===== src/pkg/rx_filter_pkg.sv =====
// constants, register map and carrier types of the receive frame address filter
package rx_filter_pkg;
    // register byte offsets
    localparam logic [7:0] OFF_CTRL   = 8'h00;
    localparam logic [7:0] OFF_PAN    = 8'h04;
    localparam logic [7:0] OFF_SHORT  = 8'h08;
    localparam logic [7:0] OFF_EXT_LO = 8'h0C;
    localparam logic [7:0] OFF_EXT_HI = 8'h10;
    localparam logic [7:0] OFF_STATUS = 8'h14;
    // control register field positions
    localparam int CTRL_AUTO_ACK = 0;
    localparam int CTRL_UPLOAD   = 1;
    localparam int CTRL_FILT     = 2;
    localparam int CTRL_COORD    = 3;
    localparam int CTRL_POLICY   = 4;
    localparam int CTRL_MASK     = 6;
    // status register field positions
    localparam int STAT_SEQ  = 0;
    localparam int STAT_PASS = 8;
    localparam int STAT_DONE = 9;
    localparam int STAT_SEC  = 10;
    localparam int STAT_PLEN = 16;
    // reset values
    localparam logic [6:0]  CTRL_RST  = 7'h00;
    localparam logic [15:0] PAN_RST   = 16'hFFFF;
    localparam logic [15:0] SHORT_RST = 16'hFFFF;
    localparam logic [63:0] EXT_RST   = 64'h0;
    // frame control field layout and codes
    localparam int FCF_SEC  = 3;
    localparam int FCF_AR   = 5;
    localparam int FCF_COMP = 6;
    localparam int FCF_DM   = 10;
    localparam int FCF_VER  = 12;
    localparam int FCF_SM   = 14;
    localparam logic [15:0] BCAST     = 16'hFFFF;
    localparam logic [2:0]  FT_BEACON = 3'h0;
    localparam logic [2:0]  FT_DATA   = 3'h1;
    localparam logic [2:0]  FT_ACK    = 3'h2;
    localparam logic [2:0]  FT_CMD    = 3'h3;
    localparam logic [1:0]  AM_NONE   = 2'h0;
    localparam logic [1:0]  AM_SHORT  = 2'h2;
    localparam logic [1:0]  AM_EXT    = 2'h3;
    localparam logic [1:0]  POL_ALL   = 2'h3;
    localparam logic [7:0]  FCS_LEN   = 8'h02;
    localparam logic [2:0]  LAST_W16  = 3'h1;
    localparam logic [2:0]  LAST_W64  = 3'h7;

    typedef struct packed {
        logic        auto_ack;
        logic        upload;
        logic        filt;
        logic        coord;
        logic [1:0]  policy;
        logic        irq_mask;
        logic [15:0] pan;
        logic [15:0] short_addr;
        logic [63:0] ext_addr;
    } cfg_t;

    typedef struct packed {
        logic [7:0] plen;
        logic       sec;
        logic       done;
        logic       pass;
        logic [7:0] seq;
    } status_t;

    typedef enum logic [3:0] {
        ST_IDLE, ST_FCF0, ST_FCF1, ST_SEQ, ST_DPAN, ST_DADR, ST_SPAN, ST_SADR, ST_BODY
    } pstate_t;
endpackage : rx_filter_pkg


===== src/rtl/filter_regs.sv =====
// classic wishbone register slave holding filter configuration and status
`timescale 1ns/1ps
module filter_regs import rx_filter_pkg::*; (
    // clock and reset
    input  wire logic        clk_i,
    input  wire logic        rst_i,
    // wishbone slave
    input  wire logic        wb_cyc_i,
    input  wire logic        wb_stb_i,
    input  wire logic        wb_we_i,
    input  wire logic [7:0]  wb_adr_i,
    input  wire logic [3:0]  wb_sel_i,
    input  wire logic [31:0] wb_dat_i,
    output logic      [31:0] wb_dat_o,
    output logic             wb_ack_o,
    // block side
    input  wire status_t     status_i,
    output cfg_t             cfg_o
);
    logic [6:0]  ctrl_q, ctrl_d;
    logic [15:0] pan_q, pan_d, sh_q, sh_d;
    logic [63:0] ext_q, ext_d;
    logic [31:0] dat_q, dat_d;
    logic        ack_q, ack_d;
    logic        req;

    // merge write data into an old word under byte enables
    function automatic logic [31:0] merge(input logic [31:0] old, input logic [31:0] wd, input logic [3:0] sel);
        merge = old;
        for (int i = 0; i < 4; i++) begin
            if (sel[i]) begin
                merge[i*8 +: 8] = wd[i*8 +: 8];
            end
        end
    endfunction : merge

    assign req = wb_cyc_i & wb_stb_i & ~ack_q;

    // decode; unmapped reads return zero and writes are dropped, still acked
    always_comb begin
        ctrl_d = ctrl_q;
        pan_d  = pan_q;
        sh_d   = sh_q;
        ext_d  = ext_q;
        dat_d  = dat_q;
        ack_d  = req;
        if (req) begin
            case (wb_adr_i)
                OFF_CTRL:   dat_d = {25'h0, ctrl_q};
                OFF_PAN:    dat_d = {16'h0, pan_q};
                OFF_SHORT:  dat_d = {16'h0, sh_q};
                OFF_EXT_LO: dat_d = ext_q[31:0];
                OFF_EXT_HI: dat_d = ext_q[63:32];
                OFF_STATUS: dat_d = {8'h00, status_i.plen, 5'h0, status_i.sec, status_i.done,
                                     status_i.pass, status_i.seq};
                default:    dat_d = 32'h0;
            endcase
            if (wb_we_i) begin
                case (wb_adr_i)
                    OFF_CTRL:   ctrl_d = 7'(merge({25'h0, ctrl_q}, wb_dat_i, wb_sel_i));
                    OFF_PAN:    pan_d = 16'(merge({16'h0, pan_q}, wb_dat_i, wb_sel_i));
                    OFF_SHORT:  sh_d = 16'(merge({16'h0, sh_q}, wb_dat_i, wb_sel_i));
                    OFF_EXT_LO: ext_d[31:0] = merge(ext_q[31:0], wb_dat_i, wb_sel_i);
                    OFF_EXT_HI: ext_d[63:32] = merge(ext_q[63:32], wb_dat_i, wb_sel_i);
                    default:    ;
                endcase
            end
        end
    end

    // register stage
    always_ff @(posedge clk_i) begin
        if (rst_i) begin
            ctrl_q <= CTRL_RST;
            pan_q  <= PAN_RST;
            sh_q   <= SHORT_RST;
            ext_q  <= EXT_RST;
            dat_q  <= 32'h0;
            ack_q  <= 1'b0;
        end else begin
            ctrl_q <= ctrl_d;
            pan_q  <= pan_d;
            sh_q   <= sh_d;
            ext_q  <= ext_d;
            dat_q  <= dat_d;
            ack_q  <= ack_d;
        end
    end

    assign wb_dat_o = dat_q;
    assign wb_ack_o = ack_q;
    assign cfg_o    = '{auto_ack: ctrl_q[CTRL_AUTO_ACK], upload: ctrl_q[CTRL_UPLOAD],
                        filt: ctrl_q[CTRL_FILT], coord: ctrl_q[CTRL_COORD],
                        policy: ctrl_q[CTRL_POLICY +: 2], irq_mask: ctrl_q[CTRL_MASK],
                        pan: pan_q, short_addr: sh_q, ext_addr: ext_q};
endmodule : filter_regs


===== src/rtl/filter_decide.sv =====
// combinational third-level filter decision over latched header fields
`timescale 1ns/1ps
module filter_decide import rx_filter_pkg::*; (
    // header fields and configuration
    input  wire logic [15:0] fcf_i,
    input  wire logic [15:0] dpan_i,
    input  wire logic [63:0] dadr_i,
    input  wire logic [15:0] span_i,
    input  wire cfg_t        cfg_i,
    // verdict
    output logic             pass_o,
    output logic             irq_ok_o,
    output logic             bypass_o
);
    logic [2:0] ft;
    logic [1:0] dm, sm, ver;
    logic       hd, hs, rsv, ver_ok, dpan_ok, dadr_ok, bcn_ok, src_ok, filt_ok;

    // decode fcf; addressing mode 1 is treated as no field
    always_comb begin
        ft  = fcf_i[2:0];
        dm  = fcf_i[FCF_DM +: 2];
        sm  = fcf_i[FCF_SM +: 2];
        ver = fcf_i[FCF_VER +: 2];
        hd  = dm[1];
        hs  = sm[1];
        rsv = ft > FT_CMD;
        ver_ok  = (cfg_i.policy == POL_ALL) || (ver <= cfg_i.policy);
        dpan_ok = !hd || dpan_i == cfg_i.pan || dpan_i == BCAST;
        dadr_ok = (dm == AM_SHORT) ? (dadr_i[15:0] == cfg_i.short_addr || dadr_i[15:0] == BCAST)
                : (dm == AM_EXT) ? (dadr_i == cfg_i.ext_addr) : 1'b1;
        bcn_ok  = ft != FT_BEACON || cfg_i.pan == BCAST || span_i == cfg_i.pan;
        // reserved types filtered like data frames when enabled
        src_ok  = hd || !(ft == FT_DATA || ft == FT_CMD || rsv)
                || (cfg_i.coord && span_i == cfg_i.pan);
        filt_ok = ver_ok && dpan_ok && dadr_ok && bcn_ok && src_ok
                && ft != FT_ACK && (hd || hs);
        bypass_o = rsv && cfg_i.upload && !cfg_i.filt;
        if (rsv && !cfg_i.upload) begin
            pass_o = 1'b0;
        end else if (bypass_o) begin
            pass_o = 1'b1;
        end else begin
            pass_o = filt_ok;
        end
        irq_ok_o = !bypass_o && !(dm <= 2'h1 && sm == AM_NONE);
    end
endmodule : filter_decide


===== src/rtl/rx_frame_address_filter.sv =====
// receive frame header parser with address filter, match interrupt and ack sequence
//
// The Wishbone slave port and the placing of the registers were decided locally.
`timescale 1ns/1ps
module rx_frame_address_filter import rx_filter_pkg::*; (
    // clock and reset
    input  wire logic        clk_i,
    input  wire logic        rst_i,
    // wishbone slave
    input  wire logic        wb_cyc_i,
    input  wire logic        wb_stb_i,
    input  wire logic        wb_we_i,
    input  wire logic [7:0]  wb_adr_i,
    input  wire logic [3:0]  wb_sel_i,
    input  wire logic [31:0] wb_dat_i,
    output logic      [31:0] wb_dat_o,
    output logic             wb_ack_o,
    // receive octet stream
    input  wire logic        rx_start_i,
    input  wire logic        rx_valid_i,
    input  wire logic [7:0]  rx_data_i,
    input  wire logic        rx_end_i,
    // verdict and acknowledgement
    output logic             frame_pass_o,
    output logic             address_match_irq_o,
    output logic             ack_gen_o,
    output logic      [7:0]  ack_seq_o
);
    cfg_t        cfg;
    status_t     stat_q, stat_d;
    pstate_t     st_q, st_d;
    logic [2:0]  fc_q, fc_d;
    logic [7:0]  cnt_q, cnt_d, hlen_q, hlen_d, seq_q, seq_d;
    logic [63:0] sh_q, sh_d, dadr_q, dadr_d;
    logic [15:0] fcf_q, fcf_d, dpan_q, dpan_d, span_q, span_d, span_eff;
    logic        hdone_q, hdone_d;
    logic        pass_q, pass_d, irq_q, irq_d, ackg_q, ackg_d;
    logic [7:0]  aseq_q, aseq_d;
    logic        pass_w, irq_ok_w, bypass_w;

    // field that follows the current one
    function automatic pstate_t next_field(input pstate_t cur, input logic [15:0] fcf);
        logic hd;
        logic hs;
        logic sp;
        hd = fcf[FCF_DM + 1];
        hs = fcf[FCF_SM + 1];
        sp = hs && !(fcf[FCF_COMP] && hd);
        case (cur)
            ST_SEQ:  next_field = hd ? ST_DPAN : sp ? ST_SPAN : hs ? ST_SADR : ST_BODY;
            ST_DPAN: next_field = ST_DADR;
            ST_DADR: next_field = sp ? ST_SPAN : hs ? ST_SADR : ST_BODY;
            ST_SPAN: next_field = ST_SADR;
            default: next_field = ST_BODY;
        endcase
    endfunction : next_field

    // index of the last octet of an address field
    function automatic logic [2:0] field_last(input pstate_t cur, input logic [15:0] fcf);
        case (cur)
            ST_DADR: field_last = (fcf[FCF_DM +: 2] == AM_EXT) ? LAST_W64 : LAST_W16;
            ST_SADR: field_last = (fcf[FCF_SM +: 2] == AM_EXT) ? LAST_W64 : LAST_W16;
            default: field_last = LAST_W16;
        endcase
    endfunction : field_last

    filter_regs u_regs (
        .clk_i    (clk_i),
        .rst_i    (rst_i),
        .wb_cyc_i (wb_cyc_i),
        .wb_stb_i (wb_stb_i),
        .wb_we_i  (wb_we_i),
        .wb_adr_i (wb_adr_i),
        .wb_sel_i (wb_sel_i),
        .wb_dat_i (wb_dat_i),
        .wb_dat_o (wb_dat_o),
        .wb_ack_o (wb_ack_o),
        .status_i (stat_q),
        .cfg_o    (cfg)
    );

    // compressed source pan inherits the destination pan
    assign span_eff = (fcf_q[FCF_COMP] && fcf_q[FCF_DM + 1]) ? dpan_q : span_q;

    filter_decide u_decide (
        .fcf_i    (fcf_q),
        .dpan_i   (dpan_q),
        .dadr_i   (dadr_q),
        .span_i   (span_eff),
        .cfg_i    (cfg),
        .pass_o   (pass_w),
        .irq_ok_o (irq_ok_w),
        .bypass_o (bypass_w)
    );

    // header parser; octets shift in from the top, so fields read little-endian
    always_comb begin
        st_d    = st_q;
        fc_d    = fc_q;
        cnt_d   = cnt_q;
        hlen_d  = hlen_q;
        seq_d   = seq_q;
        sh_d    = sh_q;
        fcf_d   = fcf_q;
        dpan_d  = dpan_q;
        dadr_d  = dadr_q;
        span_d  = span_q;
        hdone_d = 1'b0;
        if (rx_start_i) begin
            st_d  = ST_FCF0;
            fc_d  = 3'h0;
            cnt_d = 8'h00;
        end else if (rx_end_i) begin
            st_d = ST_IDLE;                          // a truncated header never gets a verdict
        end else if (rx_valid_i && st_q != ST_IDLE) begin
            cnt_d = cnt_q + 8'h01;
            sh_d  = {rx_data_i, sh_q[63:8]};
            case (st_q)
                ST_FCF0: st_d = ST_FCF1;
                ST_FCF1: begin
                    fcf_d = sh_d[63:48];
                    st_d  = ST_SEQ;
                end
                ST_SEQ: begin
                    seq_d = rx_data_i;
                    st_d  = next_field(ST_SEQ, fcf_q);
                end
                ST_DPAN, ST_DADR, ST_SPAN, ST_SADR: begin
                    if (fc_q == field_last(st_q, fcf_q)) begin
                        fc_d = 3'h0;
                        st_d = next_field(st_q, fcf_q);
                        case (st_q)
                            ST_DPAN: dpan_d = sh_d[63:48];
                            ST_DADR: dadr_d = (fcf_q[FCF_DM +: 2] == AM_EXT) ? sh_d : {48'h0, sh_d[63:48]};
                            ST_SPAN: span_d = sh_d[63:48];
                            default: ;       // source address is not needed for the verdict
                        endcase
                    end else begin
                        fc_d = fc_q + 3'h1;
                    end
                end
                default: ;                   // body octets, incl. any security header, only counted
            endcase
            if (st_d == ST_BODY && st_q != ST_BODY) begin
                hdone_d = 1'b1;
                hlen_d  = cnt_d;
            end
        end
    end

    always_ff @(posedge clk_i) begin
        if (rst_i) begin
            st_q    <= ST_IDLE;
            fc_q    <= 3'h0;
            cnt_q   <= 8'h00;
            hlen_q  <= 8'h00;
            seq_q   <= 8'h00;
            sh_q    <= 64'h0;
            fcf_q   <= 16'h0;
            dpan_q  <= 16'h0;
            dadr_q  <= 64'h0;
            span_q  <= 16'h0;
            hdone_q <= 1'b0;
        end else begin
            st_q    <= st_d;
            fc_q    <= fc_d;
            cnt_q   <= cnt_d;
            hlen_q  <= hlen_d;
            seq_q   <= seq_d;
            sh_q    <= sh_d;
            fcf_q   <= fcf_d;
            dpan_q  <= dpan_d;
            dadr_q  <= dadr_d;
            span_q  <= span_d;
            hdone_q <= hdone_d;
        end
    end

    // verdict pulses two cycles after the last header octet, plus status
    always_comb begin
        pass_d = 1'b0;
        irq_d  = 1'b0;
        ackg_d = 1'b0;
        aseq_d = aseq_q;
        stat_d = stat_q;
        if (rx_start_i) begin
            stat_d = '0;
        end else begin
            if (hdone_q) begin
                pass_d = pass_w;
                irq_d  = pass_w && irq_ok_w && !cfg.irq_mask;
                // bypassed reserved frames ignore the ack request
                ackg_d = pass_w && cfg.auto_ack && fcf_q[FCF_AR] && !bypass_w;
                aseq_d = seq_q;
                stat_d.pass = pass_w;
                stat_d.seq  = seq_q;
                stat_d.sec  = fcf_q[FCF_SEC];
            end
            if (rx_end_i && st_q != ST_IDLE) begin
                stat_d.done = 1'b1;
                // payload excludes header and trailing checksum
                stat_d.plen = (st_q == ST_BODY && cnt_q >= hlen_q + FCS_LEN)
                            ? cnt_q - hlen_q - FCS_LEN : 8'h00;
            end
        end
    end

    always_ff @(posedge clk_i) begin
        if (rst_i) begin
            pass_q <= 1'b0;
            irq_q  <= 1'b0;
            ackg_q <= 1'b0;
            aseq_q <= 8'h00;
            stat_q <= '0;
        end else begin
            pass_q <= pass_d;
            irq_q  <= irq_d;
            ackg_q <= ackg_d;
            aseq_q <= aseq_d;
            stat_q <= stat_d;
        end
    end

    assign frame_pass_o        = pass_q;
    assign address_match_irq_o = irq_q;
    assign ack_gen_o           = ackg_q;
    assign ack_seq_o           = aseq_q;

    // checks on the verdict path
    logic filt_on;
    assign filt_on = fcf_q[2:0] <= FT_CMD || cfg.filt;

    property p_ack_seq;
        @(posedge clk_i) disable iff (rst_i) ack_gen_o |-> ack_seq_o == seq_q && frame_pass_o;
    endproperty
    a_ack_seq: assert property (p_ack_seq) else $error("ack sequence mismatch");

    property p_irq_pass;
        @(posedge clk_i) disable iff (rst_i) address_match_irq_o |-> frame_pass_o && !cfg.irq_mask;
    endproperty
    a_irq_pass: assert property (p_irq_pass) else $error("irq without pass");

    property p_no_ack_frame;
        @(posedge clk_i) disable iff (rst_i) frame_pass_o |-> fcf_q[2:0] != FT_ACK;
    endproperty
    a_no_ack_frame: assert property (p_no_ack_frame) else $error("ack frame passed");

    property p_addr_present;
        @(posedge clk_i) disable iff (rst_i)
            frame_pass_o && filt_on |-> fcf_q[FCF_DM + 1] || fcf_q[FCF_SM + 1];
    endproperty
    a_addr_present: assert property (p_addr_present) else $error("no address passed");

    property p_irq_mode;
        @(posedge clk_i) disable iff (rst_i)
            address_match_irq_o |-> !(fcf_q[FCF_DM + 1] == 1'b0 && fcf_q[FCF_SM +: 2] == AM_NONE);
    endproperty
    a_irq_mode: assert property (p_irq_mode) else $error("irq on no-address frame");

    property p_dpan;
        @(posedge clk_i) disable iff (rst_i)
            frame_pass_o && filt_on && fcf_q[FCF_DM + 1] |-> dpan_q == cfg.pan || dpan_q == BCAST;
    endproperty
    a_dpan: assert property (p_dpan) else $error("destination pan mismatch passed");

    property p_version;
        @(posedge clk_i) disable iff (rst_i)
            frame_pass_o && filt_on && cfg.policy != POL_ALL |-> fcf_q[FCF_VER +: 2] <= cfg.policy;
    endproperty
    a_version: assert property (p_version) else $error("version beyond policy passed");

    property p_rsv;
        @(posedge clk_i) disable iff (rst_i) frame_pass_o && fcf_q[2:0] > FT_CMD |-> cfg.upload;
    endproperty
    a_rsv: assert property (p_rsv) else $error("reserved type passed without upload");

    property p_beacon;
        @(posedge clk_i) disable iff (rst_i)
            frame_pass_o && fcf_q[2:0] == FT_BEACON && cfg.pan != BCAST |-> span_eff == cfg.pan;
    endproperty
    a_beacon: assert property (p_beacon) else $error("beacon pan mismatch passed");

    property p_timing;
        @(posedge clk_i) disable iff (rst_i) hdone_q && !rx_start_i |=> frame_pass_o == $past(pass_w);
    endproperty
    a_timing: assert property (p_timing) else $error("verdict not one cycle after header");

    c_match: cover property (@(posedge clk_i) disable iff (rst_i) address_match_irq_o);
    c_reject: cover property (@(posedge clk_i) disable iff (rst_i) hdone_q && !pass_w);
    c_ack: cover property (@(posedge clk_i) disable iff (rst_i) ack_gen_o);
endmodule : rx_frame_address_filter


===== config.mk =====
export PLATFORM = sky130hd
export DESIGN_NAME = rx_frame_address_filter
export DESIGN_NICKNAME = d
export VERILOG_FILES = /design/src/pkg/rx_filter_pkg.sv /design/src/rtl/filter_regs.sv /design/src/rtl/filter_decide.sv /design/src/rtl/rx_frame_address_filter.sv
export SDC_FILE = /design/constraint.sdc
export NUM_CORES = 1
export LEC_CHECK = 0
export ABC_AREA = 1
export ABC_CLOCK_PERIOD_IN_PS = 2800
export CAP_MARGIN = 25
export CORE_ASPECT_RATIO = 1.2
export CORE_MARGIN = 4
export CORE_UTILIZATION = 50
export DETAILED_ROUTE_END_ITERATION = 16
export DONT_BUFFER_PORTS = 1
export GPL_TIMING_DRIVEN = 0
export PLACE_DENSITY_LB_ADDON = 0.3
export SYNTH_ARGS = -nofsm -noshare
export SYNTH_HDL_FRONTEND = slang
export SYNTH_SLANG_ARGS = --single-unit

===== constraint.sdc =====
create_clock -name clk_i -period 2.8 [get_ports clk_i]
set_input_delay 0.42 -clock clk_i [delete_from_list [all_inputs] [get_ports clk_i]]
set_output_delay 0.42 -clock clk_i [all_outputs]
set_load 0.1 [all_outputs]

==> results.sh, run 1 <==
export IMPL_setup_viol=0
export IMPL_netlist_area_um2=16860
export IMPL_startpoint_type="primary input"
export IMPL_rr_startpoint="fcf_q[10]"
export IMPL_critPathArrivalTime_ps=3250
export IMPL_fin_crit_ps=2782
export IMPL_root_buffer="clkbuf_16"
export IMPL_grt_pass1_vias=15520
export IMPL_rsz0062_at_grt="no"
export IMPL_drtAntennaViolNets=0
export IMPL_endpoint_kind="flop"
export IMPL_area_growth_pct=11.11
export IMPL_core_area_um2=33250
export IMPL_yosysWarnings=0
export IMPL_dieHeight_um=209.2
export IMPL_drive_gt1_share_pct=5.066
export IMPL_cp_required_ps=3270
export IMPL_outcome="finished clean"
export IMPL_postCtsSetupBuffers=0
export IMPL_numPortBuffers=0
export IMPL_syn_area_per_cell_um2=6.920
export IMPL_drv_cap=0
export IMPL_ios=104
export IMPL_vias_per_cell=5.569
export IMPL_critPathMaxFanout=10
export IMPL_cts_sinks=362
export IMPL_finalHoldViolCount=0
export IMPL_grt_max_degree=14
export IMPL_p_per_area_nw_per_um2=578.0
export IMPL_dieArea_um2=36740
export IMPL_yosys_area_top_type="dfxtp_1"
export IMPL_fmax_mhz=359.4
export IMPL_slew_viol_final=0
export IMPL_hold_slack_ps=10.97
export IMPL_start_util_pct=50.73
export IMPL_nets=2567
export IMPL_syn_inst=2437
export IMPL_synth_edff_count=0
export IMPL_ir_drop_uv=426.8
export IMPL_mostFrequentLayoutCells="nand2_1 (688), dfxtp_1 (361), inv_1 (309), a21oi_1 (285), o21ai_0 (220)"
export IMPL_firstDrtPassIters=6
export IMPL_grt_overflow=0
export IMPL_critical_path_class="primary input to flop"
export IMPL_post_synth_and_or_nand_nor_area_fraction_pct=23.36
export IMPL_place_area_um2=17430
export IMPL_hold_path_end="dadr_q[61]"
export IMPL_dp_worst_setup_slack_ps=-534.5
export IMPL_drt_iter0_markers=1605
export IMPL_place_gp_congestion=1.050
export IMPL_synthMuxAreaShare_pct=0
export IMPL_grt_use_total_pct=30.38
export IMPL_fin_area_um2=18740
export IMPL_clockBufferDepth=3
export IMPL_antennaDiodeCount=0
export IMPL_hold_depth=2
export IMPL_power_leakage_nw=7.665
export IMPL_drc=0
export IMPL_hp_start="rx_data_i[5]"
export IMPL_hold_path_class="primary input to flop"
export IMPL_maxSlewHeadroom_pct=30.74
export IMPL_period_share_pct=99.36
export IMPL_post_dp_hpwl_um=44280
export IMPL_num_vias=16470
export IMPL_routedWlPerCell_um=19.52
export IMPL_slowest_delay_ps=550
export IMPL_synth_cell_type_count=45
export IMPL_htreeDepth=2
export IMPL_crit_top_cell="nand2_1"
export IMPL_synth_main_ff_cell="dfxtp_1"
export IMPL_ys_ff_latch=362
export IMPL_synth_top_area_share_pct=42.97
export IMPL_cts_buffers=38
export IMPL_setup_ws_ps=17.79
export IMPL_cts_tree="built"
export IMPL_fill_cells=3237
export IMPL_skew_ps=10.44
export IMPL_regToRegSetupSlack_ps=130
export IMPL_synth_compound_area_share_pct=20.08
export IMPL_synthArstFlopShare_pct=0
export IMPL_clk_latency_ps=550
export IMPL_rr_endpoint="dadr_q[12]"
export IMPL_core_rowCount=73
export IMPL_crit_path_cell_trace="or2_1 > nor3b_1 > nand2_1 > inv_1 > clkbuf_1 > nand2_1 > o221ai_1 > o21ai_0 > a21oi_1"
export IMPL_clk_pin_slew_ps=60
export IMPL_die_w_um=175.7
export IMPL_syn_num_nets=2524
export IMPL_synth_xor_area_share_pct=1.818
export IMPL_synthAdderAreaFrac_pct=2.048
export IMPL_ys_seq_area_share_pct=42.97
export IMPL_tightest_slew_ps=1038
export IMPL_cpMaxStageDelayCell="nor3b_1"
export IMPL_worstRegToRegCells=10
export IMPL_grt_pass1_wl_um=87310
export IMPL_synth_top_family_by_area="simple AND/OR/NAND/NOR gates"
export IMPL_synthTopCellsByArea="dfxtp_1 (43%), nand2_1 (15%), a21oi_1 (8.5%), inv_1 (6.9%), o21ai_0 (6.5%)"
export IMPL_layout_commonest_cell="nand2_1"
export IMPL_wirelength_um=57720
export IMPL_antenna_found_initial=0
critical path: cells and delay by family:
kind	cells	cell delay, ps
buffers and inverters	2	680
and+or+nand+nor	4	1560
AOI/OAI and AO/OA	3	580
per-layer routing:
layer,vias to the layer above,GRT usage (%),wire [µm]
met1,7550,37.79,23000
met2,752,49.85,26140
met4,0,18.07,4204
met3,208,4.523,4383
li1,7958,-,-
met5,-,0,0
worst max-delay path by stage:
stage / from / endpoint / slack [ps]
finish: wb_adr_i[7] / u_regs.wb_dat_o[10] / 20
global route: wb_adr_i[7] / u_regs.wb_dat_o[10] / 40
CTS: u_regs.wb_ack_o / u_regs.ext_q[29] / 40
detailed placement: u_regs.wb_ack_o / u_regs.ext_q[29] / -530
global placement: u_regs.wb_ack_o / u_regs.ext_q[30] / -520
floorplan: u_regs.wb_ack_o / u_regs.ext_q[29] / 460
sequential cells by signal, summed over array words and instances (netlist names), 12 cells and up:
register,flops
dadr_q,64
u_regs.ext_q,64
sh_q,56
u_regs.wb_dat_o,32
stat_q,19
dpan_q,16
span_q,16
u_regs.pan_q,16
u_regs.sh_q,16
fcf_q,12
synth_stat cells (5+ instances only):
cell type and instances:
a211oi_1 12, a21oi_1 285, a21oi_2 10, a221oi_1 10, buf_2 11, clkbuf_1 88
dfxtp_1 362, ha_1 26, inv_1 309, inv_2 6, nand2_1 688, nand2_2 14
nand3_1 78, nand4_1 13, nor2_1 149, nor3_1 9, o211ai_1 34, o21ai_0 220
o221ai_1 17, o22ai_1 16, or2_2 5, xnor2_1 5, xor2_1 30
power by group:
group / switching (W) / internal (W) / leakage, nW / total (W)
sequential: 0.0000744 / 0.00517 / 2.92 / 0.00525
combinational: 0.000283 / 0.0000850 / 4.12 / 0.000368
clock: 0.00216 / 0.00305 / 0.626 / 0.00522
metrics by stage:
stage	TNS (ps)	util [%]	instances	total power, W
finish	0	56.36	2957	0.01083
CTS	0	56.36	2957	0.01084
floorplan	0	-	2437	0.005575
global placement	-21020	52.42	2887	0.005708
detailed placement	-21700	52.42	2887	0.005711
global route	0	56.36	2957	0.01108
logic make-up after synthesis:
logic type      after synthesis
xor+xnor                     35
simple gates                972
buf+inv                     426
fa+ha+maj                    27
flops                       362
compound gates              615
area by class of cell:
type | instances | area (µm²) | share of cell area [%]
Multi-Input combinational cell | 1649 | 7986 | 42.62
Inverter | 319 | 1197 | 6.390
Timing Repair Buffer | 3 | 30.03 | 0.1602
Clock buffer | 55 | 1115 | 5.949
Clock inverter | 12 | 156.4 | 0.8346
Buffer | 107 | 442.9 | 2.364
Tap cell | 450 | 563.0 | 3.005
Sequential cell | 362 | 7248 | 38.68
timing repair:
action | in CTS | in global routing
gates resized for setup | 3 | 2
endpoints found under the hold margin | 3 | 0
hold buffers | 3 | 0
endpoints found under the setup margin | 75 | 16
Power figures use the tool's default switching activity.
==> run 2, diff against run 1 <==
--- a/config.mk
+++ b/config.mk
@@ -6,7 +6,7 @@
 export NUM_CORES = 1
 export LEC_CHECK = 0
 export ABC_AREA = 1
-export ABC_CLOCK_PERIOD_IN_PS = 2800
+export ABC_CLOCK_PERIOD_IN_PS = 2650
 export CAP_MARGIN = 25
 export CORE_ASPECT_RATIO = 1.2
 export CORE_MARGIN = 4
==> constraint.sdc (replaced) <==
create_clock -name clk_i -period 2.65 [get_ports clk_i]
set_input_delay 0.3975 -clock clk_i [delete_from_list [all_inputs] [get_ports clk_i]]
set_output_delay 0.3975 -clock clk_i [all_outputs]
set_load 0.1 [all_outputs]
==> run 2 against run 1 <==
  * Setup slack improved by 1.7 ps
  * Hold slack improved by 6.8 ps
  * Routed wire length rose by 0.67%
  * Utilization rose by 0.35 points
  * Largest cell class unchanged
  * Largest power group unchanged
  * Global-route usage rose by 0.22 points
  * Clock power rose by 5.6%
==> results.sh, run 2 (synthesis results as in run 1) <==
export IMPL_place_inst=2887
export IMPL_crit_path_cell_trace="nand2_1 > inv_1 > nand2_1 > nand3_2 > nand3_4 > nor2_4 > nand2_4 > clkbuf_1 > o21ai_0 > a21oi_1"
export IMPL_mostFrequentLayoutCells="nand2_1 (688), dfxtp_1 (361), inv_1 (309), a21oi_1 (285), o21ai_0 (218)"
export IMPL_wirelength_um=58110
export IMPL_maxSlewHeadroom_pct=30.74
export IMPL_ir_drop_uv=445.7
export IMPL_ios=104
export IMPL_start_util_pct=50.73
export IMPL_grt_overflow=0
export IMPL_hold_path_class="primary input to flop"
export IMPL_drc=0
export IMPL_critical_path_class="flop to flop"
export IMPL_tightest_slew_ps=1037
export IMPL_fmax_mhz=380.2
export IMPL_drtAntennaViolNets=0
export IMPL_routedWlPerCell_um=19.59
export IMPL_dieHeight_um=209.2
export IMPL_crit_top_cell="nand2_1"
export IMPL_skew_ps=12.59
export IMPL_antenna_found_initial=0
export IMPL_endpoint_kind="flop"
export IMPL_clk_pin_slew_ps=60
export IMPL_num_vias=16470
export IMPL_top_regs="dadr_q: 64 flops, u_regs.ext_q: 64 flops, sh_q: 56 flops"
export IMPL_finalPower_w=0.01147
export IMPL_power_leakage_nw=7.715
export IMPL_slew_viol_final=0
export IMPL_numPortBuffers=0
export IMPL_grt_pass1_wl_um=87990
export IMPL_critPathArrivalTime_ps=3040
export IMPL_clockBufferDepth=3
export IMPL_finalHoldViolCount=0
export IMPL_period_share_pct=99.26
export IMPL_drive_gt1_share_pct=5.244
export IMPL_core_rowCount=73
export IMPL_drt_iter0_markers=1723
export IMPL_grt_max_degree=14
export IMPL_cts_buffers=38
export IMPL_outcome="finished clean"
export IMPL_area_growth_pct=11.80
export IMPL_cp_required_ps=3060
export IMPL_postCtsSetupBuffers=0
export IMPL_antennaDiodeCount=0
export IMPL_vias_per_cell=5.550
export IMPL_die_w_um=175.7
export IMPL_cts_sinks=362
export IMPL_grt_use_total_pct=30.60
export IMPL_startpoint_type="flop"
export IMPL_setup_viol=0
export IMPL_root_buffer="clkbuf_16"
export IMPL_crit_family="simple AND/OR/NAND/NOR gates"
export IMPL_fin_cells=2967
export IMPL_grt_pass1_vias=15660
export IMPL_p_per_area_nw_per_um2=608.1
export IMPL_nets=2577
export IMPL_rsz0062_at_grt="no"
export IMPL_critPathMaxFanout=10
export IMPL_postLayoutCoreUtil_pct=56.71
export IMPL_fin_crit_ps=2630
export IMPL_critPathBufInv=2
export IMPL_cts_tree="built"
export IMPL_drv_cap=0
export IMPL_cpMaxStageDelayCell="dfxtp_1"
export IMPL_post_dp_hpwl_um=44280
export IMPL_fill_cells=3220
export IMPL_firstDrtPassIters=9
export IMPL_place_gp_congestion=1.050
export IMPL_core_area_um2=33250
export IMPL_htreeDepth=2
export IMPL_clk_latency_ps=550
export IMPL_layout_commonest_cell="nand2_1"
export IMPL_slowest_delay_ps=520
export IMPL_dieArea_um2=36740
[run 2: changes by cell type in the layout (fill, tap and decap cells not counted), sizes merged]
cell / previous run / this run
dlygate4sd3: 3 / 14
buf: 19 / 18
[run 2: stage by stage]
step	setup TNS, ps	hold slack (ps)	instance area, µm²	worst slack (ps)
CTS	0	2.375	18850	39.15
floorplan	0	411.9	16860	314.8
finish	0	17.77	18860	19.52
global placement	-34270	433.9	17430	-667.0
global route	0	9.124	18860	2.889
detailed placement	-35220	437.8	17430	-684.5
[run 2: final timing paths]
| check | to | slack (ps) | start | cells past startpoint |
|---|---|---|---|---|
| worst max-delay path | dadr_q[11] | 20 | fcf_q[10] | 10 |
| worst min-delay path | dadr_q[59] | 20 | rx_data_i[3] | 2 |
| worst max register to register | dadr_q[11] | 20 | fcf_q[10] | 10 |
| worst min register to register | span_q[11] | 450 | span_q[11] | 2 |
[run 2: layout make-up]
type                    instances  area, µm²  area share, %
flip-flops and latches        362       7248          38.44
repair buffers                 14      140.1         0.7432
inverters                     319       1197          6.350
well taps                     450      563.0          2.986
clock inverters                12      156.4         0.8295
plain buffers                 106      441.7          2.342
multi-input cells            1649       7994          42.40
clock buffers                  55       1115          5.912
[run 2: metal layers]
layer | vias to the layer above | wire (µm) | global-route usage [%]
li1 | 7978 | - | -
met1 | 7588 | 23500 | 37.68
met2 | 699 | 26380 | 50.10
met3 | 201 | 3948 | 4.849
met4 | 0 | 4282 | 18.93
met5 | - | 0 | 0
[run 2: where the power goes]
group          total [W]  internal, W  switching [W]
Combinational   0.000411     0.000101       0.000310
Sequential       0.00554      0.00547      0.0000789
Clock            0.00551      0.00322        0.00229
Total             0.0115      0.00879        0.00267
[run 2: worst reg2reg max path: stages, from the launching register on]
cell and delay (ps):
dfxtp_1 520, nand2_1 350, inv_1 200, nand2_1 110
nand3_2 110, nand3_4 110, nor2_4 150, nand2_4 150
clkbuf_1 290, o21ai_0 440, a21oi_1 70
[run 2: what timing repair did]
action | 4_1_cts | 5_1_grt
endpoints found under the hold margin | 18 | 0
setup endpoints to repair | 112 | 18
hold buffers | 14 | 0
gates resized for setup | 4 | 8
